### src/core/adcc_defs.svh
`ifndef ADCC_DEFS_SVH
`define ADCC_DEFS_SVH

// register byte offsets on the apb bus
`define ADCC_OFF_CS1      12'h000
`define ADCC_OFF_CS2      12'h004
`define ADCC_OFF_RES_HI   12'h008
`define ADCC_OFF_RES_LO   12'h00C
`define ADCC_OFF_CMP_HI   12'h010
`define ADCC_OFF_CMP_LO   12'h014
`define ADCC_OFF_CFG      12'h018

// control_status_one fields
`define ADCC_CS1_DONE     7
`define ADCC_CS1_CONT     5
`define ADCC_CHAN_OFF     5'h1F

// control_status_two fields
`define ADCC_CS2_ACTIVE   7
`define ADCC_CS2_TRIG     6
`define ADCC_CS2_CMPEN    5
`define ADCC_CS2_CMPGT    4

// config_reg fields
`define ADCC_CFG_LP       7
`define ADCC_CFG_DIV_HI   6
`define ADCC_CFG_DIV_LO   5
`define ADCC_CFG_LSMP     4
`define ADCC_CFG_MODE_HI  3
`define ADCC_CFG_MODE_LO  2
`define ADCC_CFG_CLK_HI   1
`define ADCC_CFG_CLK_LO   0
`define ADCC_MODE_8BIT    2'b00
`define ADCC_MODE_10BIT   2'b10

// reset values
`define ADCC_RST_CS1      8'h1F
`define ADCC_RST_ZERO     8'h00

`endif

### src/core/adcc_pkg.sv
package adcc_pkg;
   // apb request seen by the slave
   typedef struct packed {
      logic        psel;
      logic        penable;
      logic        pwrite;
      logic [11:0] paddr;
      logic [31:0] pwdata;
   } adcc_apb_req_t;

   // start request towards the analog core
   typedef struct packed {
      logic       start;
      logic       low_power;
      logic       long_sample;
      logic       ten_bit;
      logic [4:0] channel;
   } adcc_core_req_t;

   // conversion engine state
   typedef enum logic [1:0] {
      ADCC_IDLE  = 2'b00,
      ADCC_START = 2'b01,
      ADCC_CONV  = 2'b10
   } adcc_state_t;
endpackage

### src/core/adcc_ctrl.sv
// The register offsets and the APB register port were left to the implementer.
`timescale 1ns/1ps
`include "adcc_defs.svh"

module adcc_ctrl
   import adcc_pkg::*;
(
   // clock and reset
   input  wire logic           clk_sys,
   input  wire logic           rst,
   // apb slave
   input  wire adcc_apb_req_t  apb_req,
   output logic [31:0]         prdata,
   output logic                pready,
   output logic                pslverr,
   // trigger and clock sources
   input  wire logic           hardware_trigger_in,
   input  wire logic           alternate_clock,
   input  wire logic           async_converter_clock,
   // analog core
   output adcc_core_req_t      core_req,
   output logic                core_abort,
   input  wire logic           core_done,
   input  wire logic [9:0]     core_result,
   // converter clock enable towards the core
   output logic                converter_clock
);

   logic [7:0]  cs1_q;
   logic [7:0]  cs2_q;
   logic [7:0]  cfg_q;
   logic [1:0]  cmp_hi_q;
   logic [7:0]  cmp_lo_q;
   logic [9:0]  res_q;
   logic        lock_q;
   logic        done_flag_q;
   adcc_state_t state_q;
   logic [2:0]  trig_sync_q;
   logic [1:0]  done_sync_q;
   logic        done_seen_q;
   logic [1:0]  alt_sync_q;
   logic [1:0]  ack_sync_q;
   logic        alt_prev_q;
   logic        ack_prev_q;
   logic        half_q;
   logic [2:0]  div_cnt_q;
   logic        conv_clk_q;
   logic [31:0] prdata_q;
   logic        pready_q;
   logic        pslverr_q;

   logic        setup;
   logic        wr;
   logic        rd;
   logic        mapped;
   logic        wr_cs1;
   logic        rd_hi;
   logic        rd_lo;
   logic        ten_bit;
   logic        hw_trig;
   logic        start_req;
   logic        done_evt;
   logic        cmp_true;
   logic [9:0]  cmp_val;
   logic [9:0]  res_in;
   logic        src_tick;
   logic [2:0]  div_last;
   logic [4:0]  chan_sel;

   // apb decode; no wait state, answer in access phase
   // writes and read side effects happen at the setup edge only
   assign setup  = apb_req.psel & ~apb_req.penable;
   assign wr     = setup & apb_req.pwrite & mapped;
   assign rd     = setup & ~apb_req.pwrite & mapped;
   assign mapped = (apb_req.paddr == `ADCC_OFF_CS1) | (apb_req.paddr == `ADCC_OFF_CS2) |
                   (apb_req.paddr == `ADCC_OFF_RES_HI) | (apb_req.paddr == `ADCC_OFF_RES_LO) |
                   (apb_req.paddr == `ADCC_OFF_CMP_HI) | (apb_req.paddr == `ADCC_OFF_CMP_LO) |
                   (apb_req.paddr == `ADCC_OFF_CFG);
   assign wr_cs1 = wr & (apb_req.paddr == `ADCC_OFF_CS1);
   assign rd_hi  = rd & (apb_req.paddr == `ADCC_OFF_RES_HI);
   assign rd_lo  = rd & (apb_req.paddr == `ADCC_OFF_RES_LO);

   // mode decode, reserved codes treated as 8-bit
   // so the core never sees an undefined width
   assign ten_bit = ({cfg_q[`ADCC_CFG_MODE_HI], cfg_q[`ADCC_CFG_MODE_LO]}
                     == `ADCC_MODE_10BIT);

   // rising edge of synchronised hardware trigger
   assign hw_trig = trig_sync_q[1] & ~trig_sync_q[2];

   // channel as it stands after this cycle; a write counts at once
   assign chan_sel = wr_cs1 ? apb_req.pwdata[4:0] : cs1_q[4:0];

   // start sources; channel all ones disables the converter
   assign start_req = (chan_sel != `ADCC_CHAN_OFF) &&
                      ((cs2_q[`ADCC_CS2_TRIG] ? hw_trig : wr_cs1) ||
                       (cs1_q[`ADCC_CS1_CONT] && done_evt &&
                        !cs2_q[`ADCC_CS2_TRIG]));

   // completion event from synchronised core done
   assign done_evt = done_sync_q[1] & ~done_seen_q & (state_q == ADCC_CONV);

   // result masked to resolution
   // compare and result registers both see this masked value
   assign res_in  = ten_bit ? core_result : {2'b00, core_result[7:0]};
   // compare value: high bits only in 10-bit mode
   assign cmp_val = {ten_bit ? cmp_hi_q : 2'b00, cmp_lo_q};
   assign cmp_true = cs2_q[`ADCC_CS2_CMPGT] ? (res_in >= cmp_val)
                                             : (res_in < cmp_val);

   // register writes from software
   always_ff @(posedge clk_sys) begin
      if (rst) begin
         cs1_q    <= `ADCC_RST_CS1;
         cs2_q    <= `ADCC_RST_ZERO;
         cfg_q    <= `ADCC_RST_ZERO;
         cmp_hi_q <= 2'b00;
         cmp_lo_q <= `ADCC_RST_ZERO;
      end else if (wr) begin
         case (apb_req.paddr)
            `ADCC_OFF_CS1: begin
               // done flag lives in its own register; bit seven kept zero
               cs1_q <= {1'b0, apb_req.pwdata[6:0]};
            end
            `ADCC_OFF_CS2: begin
               // active bit is read only; low four bits kept zero
               cs2_q <= {1'b0, apb_req.pwdata[6:4], 4'h0};
            end
            `ADCC_OFF_CMP_HI: begin
               cmp_hi_q <= apb_req.pwdata[1:0];
            end
            `ADCC_OFF_CMP_LO: begin
               cmp_lo_q <= apb_req.pwdata[7:0];
            end
            `ADCC_OFF_CFG: begin
               cfg_q <= apb_req.pwdata[7:0];
            end
            default: begin
               cfg_q <= cfg_q;
            end
         endcase
      end
   end

   // hardware trigger: two flops, third stage only for edge detection
   always_ff @(posedge clk_sys) begin
      if (rst) begin
         trig_sync_q <= 3'b000;
      end else begin
         trig_sync_q <= {trig_sync_q[1:0], hardware_trigger_in};
      end
   end

   // core done: two flops before any logic reads it
   always_ff @(posedge clk_sys) begin
      if (rst) begin
         done_sync_q <= 2'b00;
      end else begin
         done_sync_q <= {done_sync_q[0], core_done};
      end
   end

   // delayed copy, so a done level held over several cycles counts once
   always_ff @(posedge clk_sys) begin
      if (rst) begin
         done_seen_q <= 1'b0;
      end else begin
         done_seen_q <= done_sync_q[1];
      end
   end

   // conversion engine
   always_ff @(posedge clk_sys) begin
      if (rst) begin
         state_q  <= ADCC_IDLE;
         core_req <= '0;
         core_abort <= 1'b0;
      end else begin
         core_req.start <= 1'b0;
         core_abort     <= 1'b0;
         case (state_q)
            ADCC_IDLE, ADCC_START, ADCC_CONV: begin
               if (start_req) begin
                  // abort a running conversion and restart in the same cycle; a finished one needs none
                  core_abort        <= (state_q != ADCC_IDLE) && !done_evt;
                  core_req.start    <= 1'b1;
                  core_req.low_power   <= cfg_q[`ADCC_CFG_LP];
                  core_req.long_sample <= cfg_q[`ADCC_CFG_LSMP];
                  core_req.ten_bit  <= ten_bit;
                  core_req.channel  <= chan_sel;
                  state_q           <= ADCC_START;
               end else if (wr_cs1 || done_evt) begin
                  // a write in the start cycle must still stop the core
                  core_abort <= (state_q != ADCC_IDLE) && wr_cs1;
                  state_q    <= ADCC_IDLE;
               end else if (state_q == ADCC_START) begin
                  state_q <= ADCC_CONV;
               end
            end
            default: begin
               state_q <= ADCC_IDLE;
            end
         endcase
      end
   end

   // result registers; a failed compare or a held lock keeps the old value
   always_ff @(posedge clk_sys) begin
      if (rst) begin
         res_q <= 10'h000;
      end else if (done_evt && !(ten_bit && lock_q) &&
                   (!cs2_q[`ADCC_CS2_CMPEN] || cmp_true)) begin
         res_q <= res_in;
      end
   end

   // read interlock; only 10-bit mode holds it, results meanwhile
   // are dropped rather than queued
   always_ff @(posedge clk_sys) begin
      if (rst) begin
         lock_q <= 1'b0;
      end else if (rd_lo || !ten_bit) begin
         lock_q <= 1'b0;
      end else if (rd_hi) begin
         lock_q <= 1'b1;
      end
   end

   // done flag: set wins over clear
   // a completion in the same cycle as a clear must not be lost
   always_ff @(posedge clk_sys) begin
      if (rst) begin
         done_flag_q <= 1'b0;
      end else if (done_evt && (!cs2_q[`ADCC_CS2_CMPEN] || cmp_true)) begin
         done_flag_q <= 1'b1;
      end else if (wr_cs1 || rd_lo) begin
         done_flag_q <= 1'b0;
      end
   end

   // alternate clock: two flops, then one more stage for its rising edge
   always_ff @(posedge clk_sys) begin
      if (rst) begin
         alt_sync_q <= 2'b00;
         alt_prev_q <= 1'b0;
      end else begin
         alt_sync_q <= {alt_sync_q[0], alternate_clock};
         alt_prev_q <= alt_sync_q[1];
      end
   end

   // async converter clock: same treatment, must run below half the bus clock
   always_ff @(posedge clk_sys) begin
      if (rst) begin
         ack_sync_q <= 2'b00;
         ack_prev_q <= 1'b0;
      end else begin
         ack_sync_q <= {ack_sync_q[0], async_converter_clock};
         ack_prev_q <= ack_sync_q[1];
      end
   end

   // bus clock halved, as an every-other-cycle tick
   always_ff @(posedge clk_sys) begin
      if (rst) begin
         half_q <= 1'b0;
      end else begin
         half_q <= ~half_q;
      end
   end

   // source select ahead of the divider
   always_comb begin
      case ({cfg_q[`ADCC_CFG_CLK_HI], cfg_q[`ADCC_CFG_CLK_LO]})
         2'b00:   src_tick = 1'b1;
         2'b01:   src_tick = half_q;
         2'b10:   src_tick = alt_sync_q[1] & ~alt_prev_q;
         default: src_tick = ack_sync_q[1] & ~ack_prev_q;
      endcase
   end

   // divide ratio 1, 2, 4, 8
   always_comb begin
      case ({cfg_q[`ADCC_CFG_DIV_HI], cfg_q[`ADCC_CFG_DIV_LO]})
         2'b00:   div_last = 3'd0;
         2'b01:   div_last = 3'd1;
         2'b10:   div_last = 3'd3;
         default: div_last = 3'd7;
      endcase
   end

   // converter clock as a one-cycle tick per divided period
   // an enable on clk_sys, not a separate clock tree
   always_ff @(posedge clk_sys) begin
      if (rst) begin
         div_cnt_q  <= 3'd0;
         conv_clk_q <= 1'b0;
      end else begin
         conv_clk_q <= 1'b0;
         if (src_tick) begin
            if (div_cnt_q >= div_last) begin
               div_cnt_q  <= 3'd0;
               conv_clk_q <= 1'b1;
            end else begin
               div_cnt_q <= div_cnt_q + 3'd1;
            end
         end
      end
   end

   // apb ready and error: every setup answered in the next cycle,
   // an unmapped address with an error and no side effect
   always_ff @(posedge clk_sys) begin
      if (rst) begin
         pready_q  <= 1'b0;
         pslverr_q <= 1'b0;
      end else begin
         pready_q  <= setup;
         pslverr_q <= setup & ~mapped;
      end
   end

   // apb read data, zero outside a read answer
   always_ff @(posedge clk_sys) begin
      if (rst) begin
         prdata_q  <= 32'h0000_0000;
      end else begin
         prdata_q  <= 32'h0000_0000;
         if (rd) begin
            case (apb_req.paddr)
               `ADCC_OFF_CS1:    prdata_q[7:0] <= {done_flag_q, cs1_q[6:0]};
               `ADCC_OFF_CS2:    prdata_q[7:0] <= {state_q != ADCC_IDLE,
                                                   cs2_q[6:0]};
               `ADCC_OFF_RES_HI: prdata_q[7:0] <= {6'h00,
                                                   ten_bit ? res_q[9:8] : 2'b00};
               `ADCC_OFF_RES_LO: prdata_q[7:0] <= res_q[7:0];
               `ADCC_OFF_CMP_HI: prdata_q[7:0] <= {6'h00, cmp_hi_q};
               `ADCC_OFF_CMP_LO: prdata_q[7:0] <= cmp_lo_q;
               default:          prdata_q[7:0] <= cfg_q;
            endcase
         end
      end
   end

   assign prdata          = prdata_q;
   assign pready          = pready_q;
   assign pslverr         = pslverr_q;
   assign converter_clock = conv_clk_q;

endmodule

### config.mk
export PLATFORM = sky130hd
export DESIGN_NAME = adcc_ctrl
export DESIGN_NICKNAME = d
export VERILOG_FILES = /design/src/core/adcc_pkg.sv /design/src/core/adcc_ctrl.sv
export VERILOG_INCLUDE_DIRS = /design/src /design/src/core
export SDC_FILE = /design/constraint.sdc
export NUM_CORES = 1
export LEC_CHECK = 0
export BUFFER_PORTS_ARGS = -buffer_cell sky130_fd_sc_hd__buf_2
export CAP_MARGIN = 25
export CORE_MARGIN = 2
export CORE_UTILIZATION = 40
export CTS_BUF_LIST = sky130_fd_sc_hd__clkbuf_2
export CTS_CLUSTER_DIAMETER = 120
export DETAILED_ROUTE_END_ITERATION = 10
export PLACE_DENSITY = 0.61
export SLEW_MARGIN = 30
export SYNTH_ARGS = -nofsm -noshare
export SYNTH_HDL_FRONTEND = slang
export SYNTH_SLANG_ARGS = --single-unit
### constraint.sdc
create_clock -name clk_sys -period 4 [get_ports clk_sys]
set_clock_uncertainty 0.2 [all_clocks]
set_input_delay 0.4 -clock clk_sys [delete_from_list [all_inputs] [get_ports clk_sys]]
set_output_delay 0.4 -clock clk_sys [all_outputs]
set_load 0.05 [all_outputs]
== After elaboration in Yosys (flattened, before gate mapping) ==
Cells that the tools add are included.
Cells by class
  reduce and logical (&&, ||, !) cells: 38
  bitwise logic cells: 31
  add/subtract/negate cells: 1
  multiplexer cells: 19
  order comparisons: 3
  eq/ne operators: 14
Operator list (count)
  case mux 8 bit (6 select lines): 1
  == test 12 x 5 -> 1 bit, second input constant: 3
  == test 12 x 4 -> 1 bit, second input constant: 2
  AND 1 bit: 14
  == test 12 x 3 -> 1 bit, second input constant: 1
  logical NOT 12 bit: 1
  AND reduction 2 bit: 6
  NOT 1 bit: 11
  >= comparator 10 bit: 1
  less-than comparator 10 bit: 1
  2-to-1 mux 1 bit: 10
  2-to-1 mux 10 bit: 1
  logical AND 1 bit: 9
  2-to-1 mux 9 bit: 1
  case mux 3 bit (3 select lines): 1
  == test 2 bit, second input constant: 4
  OR reduction 2 bit: 4
  == test 2 x 1 -> 1 bit, second input constant: 3
  logical NOT 2 bit: 3
  OR 1 bit: 6
  logical NOT 1 bit: 5
  logical OR 1 bit: 5
  2-to-1 mux 5 bit: 1
  != test 5 bit, second input constant: 1
  other kinds (9): 11
Word-level totals
  input bits: 63
  flip-flop bits (word level): 103
  output and inout port bits: 45

== Longest topological paths before layout ==
Gate-level depths: netlist of run 1.
  depth in word-level cells: 13
  mapped depth: 11
  mapped depth without buffers: 9

== Worst setup path after synthesis of run 1 ==
No wires, ideal clock.
  kind: register to register
  start point: reg cfg_q[3]
  end point: reg res_q[0]
  clock period less this slack: 2.712 ns
  cell stages (with the launch flop): 12
  setup time: 0.132 ns
  setup slack: 1.288 ns
  arrival time: 2.379 ns
  required time: 3.668 ns
  cell sequence: dfxtp_1 -> nor2b_1 -> clkbuf_1 -> and2_1 -> ha_1 -> a21oi_1 -> o21ai_0 -> a31o_2 -> or4_1 -> clkbuf_1 -> nand3_1 -> a21oi_1
On the way
  longest elaborated chain between the ends: 6
  elaborated cells on any way between the ends: 11
  classes of those cells: 2 x order compare; 1 x eq/ne; 3 x mux; 5 x reduce/logical
RTL lines
  from (decl): RTL line adcc_ctrl.sv:31  | logic [7:0] cfg_q;
  from (signal assigned): RTL line adcc_ctrl.sv:116  | cfg_q <= `ADCC_RST_ZERO;
  from (signal assigned): RTL line adcc_ctrl.sv:136  | cfg_q <= apb_req.pwdata[7:0];
  from (signal assigned): RTL line adcc_ctrl.sv:139  | cfg_q <= cfg_q;
  == test 2 bit (no source line) *
  2-to-1 mux 10 bit *: RTL line adcc_ctrl.sv:105  | assign res_in = ten_bit ? core_result : {2'b00, core_result[7:0]};
  named net res_in[9]: RTL line adcc_ctrl.sv:65  | logic [9:0] res_in;
  less-than comparator 10 bit / >= comparator 10 bit (equally long branches): RTL line adcc_ctrl.sv:109, adcc_ctrl.sv:108
  2-to-1 mux 1 bit *: RTL line adcc_ctrl.sv:108  | assign cmp_true = cs2_q[`ADCC_CS2_CMPGT] ? (res_in >= cmp_val)
  logical OR 1 bit *: RTL line adcc_ctrl.sv:212  | (!cs2_q[`ADCC_CS2_CMPEN] || cmp_true)) begin
  logical AND 1 bit *: RTL line adcc_ctrl.sv:211  | end else if (done_evt && !(ten_bit && lock_q) &&
  to (signal assigned): RTL line adcc_ctrl.sv:213  | res_q <= res_in;
  to (decl): RTL line adcc_ctrl.sv:34  | logic [9:0] res_q;
Mark *: on every way through the listed nets, which the timed path passes. The rest lies on a longest branch.
A chain may end at the register's enable or synchronous reset.

== Final worst setup path of run 1 ==
Same ends and word-level chain as after synthesis.

==> summary.md, run 1 <==
| Metric | Value |
|---|---|
| Outcome | `finished, final reports clean` |
| Fmax | `about 0.31 GHz` |
| Setup crit start | `cfg_q[3]` |
| # clock sinks | `between 70 and 80` |
| Fin crit period | `around 3200 ps` |
| Final worst path period share | `about four fifths` |
| Syn. warnings | `0` |
| Met2 Usage GRT | `between 20% and 30%` |
| Area Growth Syn to Fin | `17.0%` |
| Post_cts resized | `0` |
| Power Density | `306 nW/µm²` |
| RSZ-0062 raised after global routing | `no` |
| Worst vdd ir | `~0.00018 V` |
| Fin. Hold Viols | `0` |
| Via count | `between 3000 and 4000` |
| Final HPWL DP | `between 6 and 7 mm` |
| FFs w/ async S/R, synth | `0%` |
| Worst-path cell chain | `nor2b_1 -> buf_4 -> and2_1 -> ha_1 -> a21oi_1 -> o21ai_0 -> a31o_2 -> nor4_2 -> o21ai_0 -> a21oi_1` |
| Die area | `10300 µm²` |
| Setup tns final | `0 ps` |
| Seq/Total Area, Yosys | `around two fifths` |
| Crit path DAT | `between 3000 and 4000 ps` |
| Startpoint types | `flip-flop` |
| Post-synth top area share | `a little over 40%` |
| Non-Filler Instances | `~630` |
| HP Class | `in2reg` |
| Reg2Reg Depth | `10` |
| Top FF cell, synth | `dfxtp_1` |
| All-layer global routing usage | `a little under a fifth` |
| Crit path max fanout | `10` |
| #FFs+latches synth | `79` |
| First-pass GRT wire length | `roughly 15 mm` |
| Area leader, netlist | `dfxtp_1` |
| Mean Syn Cell Area | `between 8 and 9 µm²` |
| Drc violations | `0` |
| Most frequent cells in the layout | `dfxtp_1, buf_2, nor2_1` |
| Met3 Use GR | `5.73%` |
| Worst slew margin | `roughly two fifths` |
| Reg clk slew, reported paths | `250 ps` |
| Maxcap violations | `0` |
| Post-CTS Setup Repair Bufs | `0` |
| Gr ovfl total | `0` |
| RD Place Congestion | `roughly 0.84` |
| Pleak | `roughly 0.0019 µW` |
| Required @ worst endpoint | `between 4000 and 5000 ps` |
| Syn Inst Count | `~420` |
| Largest net degree at the start of global routing | `49` |
| Slowest-stage cell, CP | `nor4_2` |
| Initial DRC Count | `160` |
| IO Count | `108` |
| Initial antenna violation count | `0` |
| Grt peak-use layer | `met2` |
| Number of I/O port buffers | `59` |
| Depth of the worst hold-timing path | `4` |
| Max stage delay on crit path | `roughly 660 ps` |
| Num rows | `35` |
| R2R Path Start | `cfg_q[3]` |
| Clock Path Buffers | `2` |
| Layout cells sized above 1 | `around a fifth` |
| Vias in the first global route | `a little over 3000` |
| Commonest non-fill, non-tap cell in the layout | `dfxtp_1` |
| Dominant cells by area after synthesis | `dfxtp_1, mux2i_1, nor2_1` |
| DP Area | `roughly 4100 µm²` |
| Hold-fix buffers, CTS | `23` |
| WL/cell | `between 10 and 15 µm` |
| Finish-stage setup viols | `0` |
| Distinct cells, synth | `53` |
| Post-synth EDFFs | `0` |
| Met1 Resource Use GR | `around 25%` |
| DR vias/cell | `just over 5` |
| ANT cells | `0` |
| Crit end category | `flip-flop` |
| Die H | `around 100 µm` |
| Final instance area | `roughly 4500 µm²` |
| Final #Nets | `577` |
| WS Path Type | `reg2reg` |
| Post-Route WL | `between 9 and 10 mm` |
| Placeable Area | `9240 µm²` |
| Final number of max-transition violations | `0` |
| H-tree levels | `3` |
| Drt first pass iters | `4` |
| Initial core utilization | `just over 40%` |
| Slew @ Worst Pin | `895 ps` |
| Routed Antenna Nets | `0` |
| Clock latency at the later pin of the worst-skew pair | `550 ps` |
| CTS buffer count | `9` |
| Clock Tree Root | `clkbuf_2` |
| Die width | `approximately 100 µm` |
| Placed Cells | `approximately 600` |
| Hold Crit Start | `core_result[8]` |
| Syn Std Cell Area | `between 3000 and 4000 µm²` |
| TritonCTS clock tree | `built` |
[critical path: cells and delay by family (launching register included)]
family | cells | cell delay (ps)
and+or+nand+nor | 3 | 1120
adders and majority gates | 1 | 270
AOI/OAI and AO/OA | 5 | 920
DFF | 1 | 420
buffers and inverters | 1 | 230
[final timing paths]
check | to | slack, ps
worst max-delay path | res_q[0] | 780
worst min-delay path | res_q[8] | 40
worst max register to register | res_q[0] | 780
worst min register to register | half_q | 240
[report_power, final]
group          total (µW)  internal [µW]  switching (µW)
clock                 409           95.5             314
sequential            798            796            1.91
combinational         155           46.1             108
total                1360            938             424
[area by class of cell]
| cell class | instances | area, µm² |
|---|---|---|
| Sequential cell | 79 | 1580 |
| Clock inverter | 7 | 61.3 |
| Inverter | 14 | 52.6 |
| Tap cell | 129 | 161 |
| Fill cell | 923 | 4790 |
| Clock buffer | 9 | 45.0 |
| Multi-Input combinational cell | 310 | 1990 |
| Timing Repair Buffer | 86 | 556 |
[metrics by stage]
stage | hold slack [ps] | total power [µW] | setup WS [ps] | utilization [%]
final | 41.0 | 1360 | 775 | 48.2
after global routing | 30.1 | 1420 | 494 | 48.2
after CTS | 13.5 | 1380 | 807 | 48.2
after detailed placement | 207 | 949 | 876 | 44.5
after global placement | 202 | 948 | 963 | 44.5
after floorplan | 193 | 930 | 1290 | -
[Yosys cell counts, types with 5 or more instances]
library cell / number
dfxtp_1: 79
nor2_1: 57
a21oi_1: 30
mux2i_1: 27
buf_4: 24
o21ai_0: 21
nand2_1: 20
nand3_1: 15
nor2b_1: 15
ha_1: 14
inv_1: 14
clkbuf_1: 13
mux2_2: 8
a211oi_1: 6
a221oi_1: 6
nor3_1: 6
or2_2: 6
nand2b_1: 5
[cell families (layout without fill, tap and decap cells)]
family	Yosys count	in the layout	synth area share, %
muxes	35	35	9.47
other	1	24	0.0986
AOI/OAI and AO/OA	87	87	14.6
DFF	79	79	41.6
adders and majority gates	14	14	4.60
xor gates and xnor gates	1	1	0.230
and+or+nand+nor	149	149	21.1
buffers and inverters	57	116	8.32
[layer usage]
metal | up-vias | routed length (µm) | share of wire, %
li1 | 1598 | - | -
met1 | 1503 | 4290 | 46
met2 | 117 | 4250 | 46
met3 | 14 | 598 | 6.4
met4 | 0 | 142 | 1.5
met5 | - | 0 | 0
[registers in the layout, indices dropped and copies added, names as in the netlist, 2 cells and up]
register,flops
res_q,10
core_req,9
cfg_q,8
cmp_lo_q,8
prdata,8
cs1_q,7
cs2_q,3
div_cnt_q,3
trig_sync_q,3
ack_sync_q,2
alt_sync_q,2
cmp_hi_q,2
done_sync_q,2
state_q,2
(Power assumes the default switching activity.)
==> run 2: changes to the inputs <==
Clock period 4 ns to 3.1 ns, I/O delays scaled along.
==> run 2 against run 1 <==
Against the previous run:
- hold slack gained 14 ps
- via count about the same
- wire length fell by 2.5%
- power grew 33%
- register-to-register slack worse by 510 ps
- setup slack worse by 510 ps
- cell area grew 1.7%
- first-iteration DRC count grew 12%
- combinational power increased by 30%
- fmax grew 14%
- critical path type unchanged
- critical endpoint is now res_q[2]
==> summary.md, run 2 (synthesized netlist as in run 1, its figures left out) <==
| Metric | Value |
|---|---|
| Layout cells sized above 1 | `20.7% (+0.74 points)` |
| Die area | `10300 µm² (unchanged)` |
| Final HPWL DP | `6.73 mm (-2.7%)` |
| Register Area | `1580 µm² (unchanged)` |
| Most frequent cells in the layout | `dfxtp_1, buf_2, nor2_1` |
| DP Area | `4140 µm² (+0.55%)` |
| Power Density | `401 nW/µm² (+31%)` |
| Vias in the first global route | `3039 (+0.099%)` |
| Via count | `3231 (-0.031%)` |
| All-layer global routing usage | `18.6% (-0.48 points)` |
| Final instance area | `4530 µm² (+1.7%)` |
| Maxcap violations | `0 (unchanged)` |
| Depth of the worst hold-timing path | `6 (+2)` |
| Reg2Reg Depth | `9 (-1)` |
| Die H | `102 µm (unchanged)` |
| Post-Route WL | `9.05 mm (-2.5%)` |
| Reg with most FFs | `res_q` |
| Fin crit period | `2830 ps (-390 ps)` |
| Seq pwr share | `56.6% (-2.0 points)` |
| Reg clk slew, reported paths | `240 ps (about the same)` |
| Crit path max fanout | `10 (unchanged)` |
| Final worst path period share | `91.4% (+11 points)` |
| HP Class | `in2reg` |
| WS Path Type | `reg2reg` |
| RSZ-0062 raised after global routing | `no` |
| Sw frac | `29.2% (-2.0 points)` |
| Multi-input combinational cell area | `2000 µm² (+0.31%)` |
| DR vias/cell | `5.05 (-0.97%)` |
| Required @ worst endpoint | `3330 ps (-960 ps)` |
| Routed Antenna Nets | `0 (unchanged)` |
| TritonCTS clock tree | `built` |
| Final #Nets | `583 (+1.0%)` |
| Num rows | `35 (unchanged)` |
| Outcome | `finished, final reports clean` |
| Clock Path Buffers | `2 (unchanged)` |
| Slew @ Worst Pin | `686 ps (-209 ps)` |
| Worst vdd ir | `0.000321 V (+76%)` |
| Initial DRC Count | `179 (+12%)` |
| # clock sinks | `79 (unchanged)` |
| Number of I/O port buffers | `59 (unchanged)` |
| Fin. Hold Viols | `0 (unchanged)` |
| First-pass GRT wire length | `14.9 mm (-1.4%)` |
| Initial core utilization | `41.2% (unchanged)` |
| Startpoint types | `flip-flop` |
| Gr ovfl total | `0 (unchanged)` |
| Max FFs per register | `10 (unchanged)` |
| Final number of max-transition violations | `0 (unchanged)` |
| Pleak | `0.00189 µW (+2.0%)` |
| WL/cell | `14.1 µm (-3.4%)` |
| Fmax | `0.353 GHz (+14%)` |
| RD Place Congestion | `0.836 (-0.56%)` |
| # fillers | `898 (-2.7%)` |
| Crit path DAT | `3060 ps (-460 ps)` |
| Area Growth Syn to Fin | `19.0%` |
| Clock Tree Root | `clkbuf_2` |
| Combinational Power Share | `11.1% (-0.2 points)` |
| H-tree levels | `3 (unchanged)` |
| IO Count | `108 (unchanged)` |
| Placeable Area | `9240 µm² (unchanged)` |
| P_int | `1290 µW (+37%)` |
| Commonest non-fill, non-tap cell in the layout | `dfxtp_1` |
| Crit end category | `flip-flop` |
| Drc violations | `0 (unchanged)` |
| Setup tns final | `0 ps (unchanged)` |
| Post-CTS Setup Repair Bufs | `0 (unchanged)` |
| Largest net degree at the start of global routing | `49 (unchanged)` |
| CTS buffer count | `9 (unchanged)` |
| Clock latency at the later pin of the worst-skew pair | `540 ps (about the same)` |
| ANT cells | `0 (unchanged)` |
| Biggest regs | `res_q: 10 flops, core_req: 9 flops` |
| Drt first pass iters | `6 (+2)` |
| Sw power | `530 µW (+25%)` |
| Worst slew margin | `53.9% (+14 points)` |
| Finish-stage setup viols | `0 (unchanged)` |
| Clk pwr share | `32.2% (+2.1 points)` |
| Initial antenna violation count | `0 (unchanged)` |
| Die width | `102 µm (unchanged)` |
-- run 2: changes by cell type in the layout (fill, tap and decap cells not counted), sizes merged --
cell / delta
bufinv: +1
buf: +3
inv: -1
dlygate4sd3: +3
-- run 2: worst paths after layout --
kind	startpoint	to	slack [ps]
setup reg to reg	cfg_q[3]	res_q[2]	270
setup / recovery	cfg_q[3]	res_q[2]	270
hold / removal	apb_req[38]	cmp_hi_q[0]	50
hold reg to reg	half_q	half_q	230
-- run 2: power groups by stage --
| stage | Clock (µW) | Sequential (µW) | Combinational, µW |
|---|---|---|---|
| after floorplan | 0 | 1050 | 145 |
| after global placement | 0 | 1050 | 174 |
| after detailed placement | 0 | 1050 | 176 |
| after CTS | 607 | 1030 | 202 |
| after global routing | 650 | 1030 | 219 |
| final | 585 | 1030 | 202 |
-- run 2: what timing repair did --
item	CTS	global route
resized for setup	0	2
hold endpoints to repair	48	0
endpoints found under the setup margin	0	10
hold buffers	26	0
-- run 2: cell type report --
cell class | count | share of cell area, %
Multi-Input combinational cell | 310 | 44.2
Sequential cell | 79 | 34.9
Clock buffer | 9 | 0.995
Tap cell | 129 | 3.56
Inverter | 14 | 1.16
Clock inverter | 7 | 1.77
Timing Repair Buffer | 92 | 13.4
-- run 2: routing by layer --
metal | vias to the layer above | GRT usage [%] | part of all wire, %
met2 | 111 | 28.4 | 45
met1 | 1499 | 25.4 | 46
met3 | 10 | 4.62 | 7.3
li1 | 1611 | - | -
met4 | 0 | 6.65 | 1.5
met5 | - | 0 | 0
-- run 2: through the flow --
| step | hold slack, ps | worst slack [ps] | cells | utilization (%) | total power, µW |
|---|---|---|---|---|---|
| floorplan | 193 | 388 | 446 | - | 1200 |
| global placement | 204 | 99.6 | 598 | 44.8 | 1220 |
| detailed placement | 207 | 53.4 | 598 | 44.8 | 1230 |
| CTS | 6.36 | 7.87 | 640 | 48.9 | 1840 |
| global route | 39.0 | 78.9 | 640 | 49.0 | 1900 |
| finish | 54.8 | 266 | 640 | 49.0 | 1820 |
-- run 2: worst max-delay path, cell delays in order, from the launching register on --
cell and delay [ps]:
dfxtp_1 430, nor2b_2 330, and2_1 210, ha_1 260, a21oi_1 120, o21ai_0 110
a31o_2 270, or4_4 610, nand3_1 120, a21oi_1 60
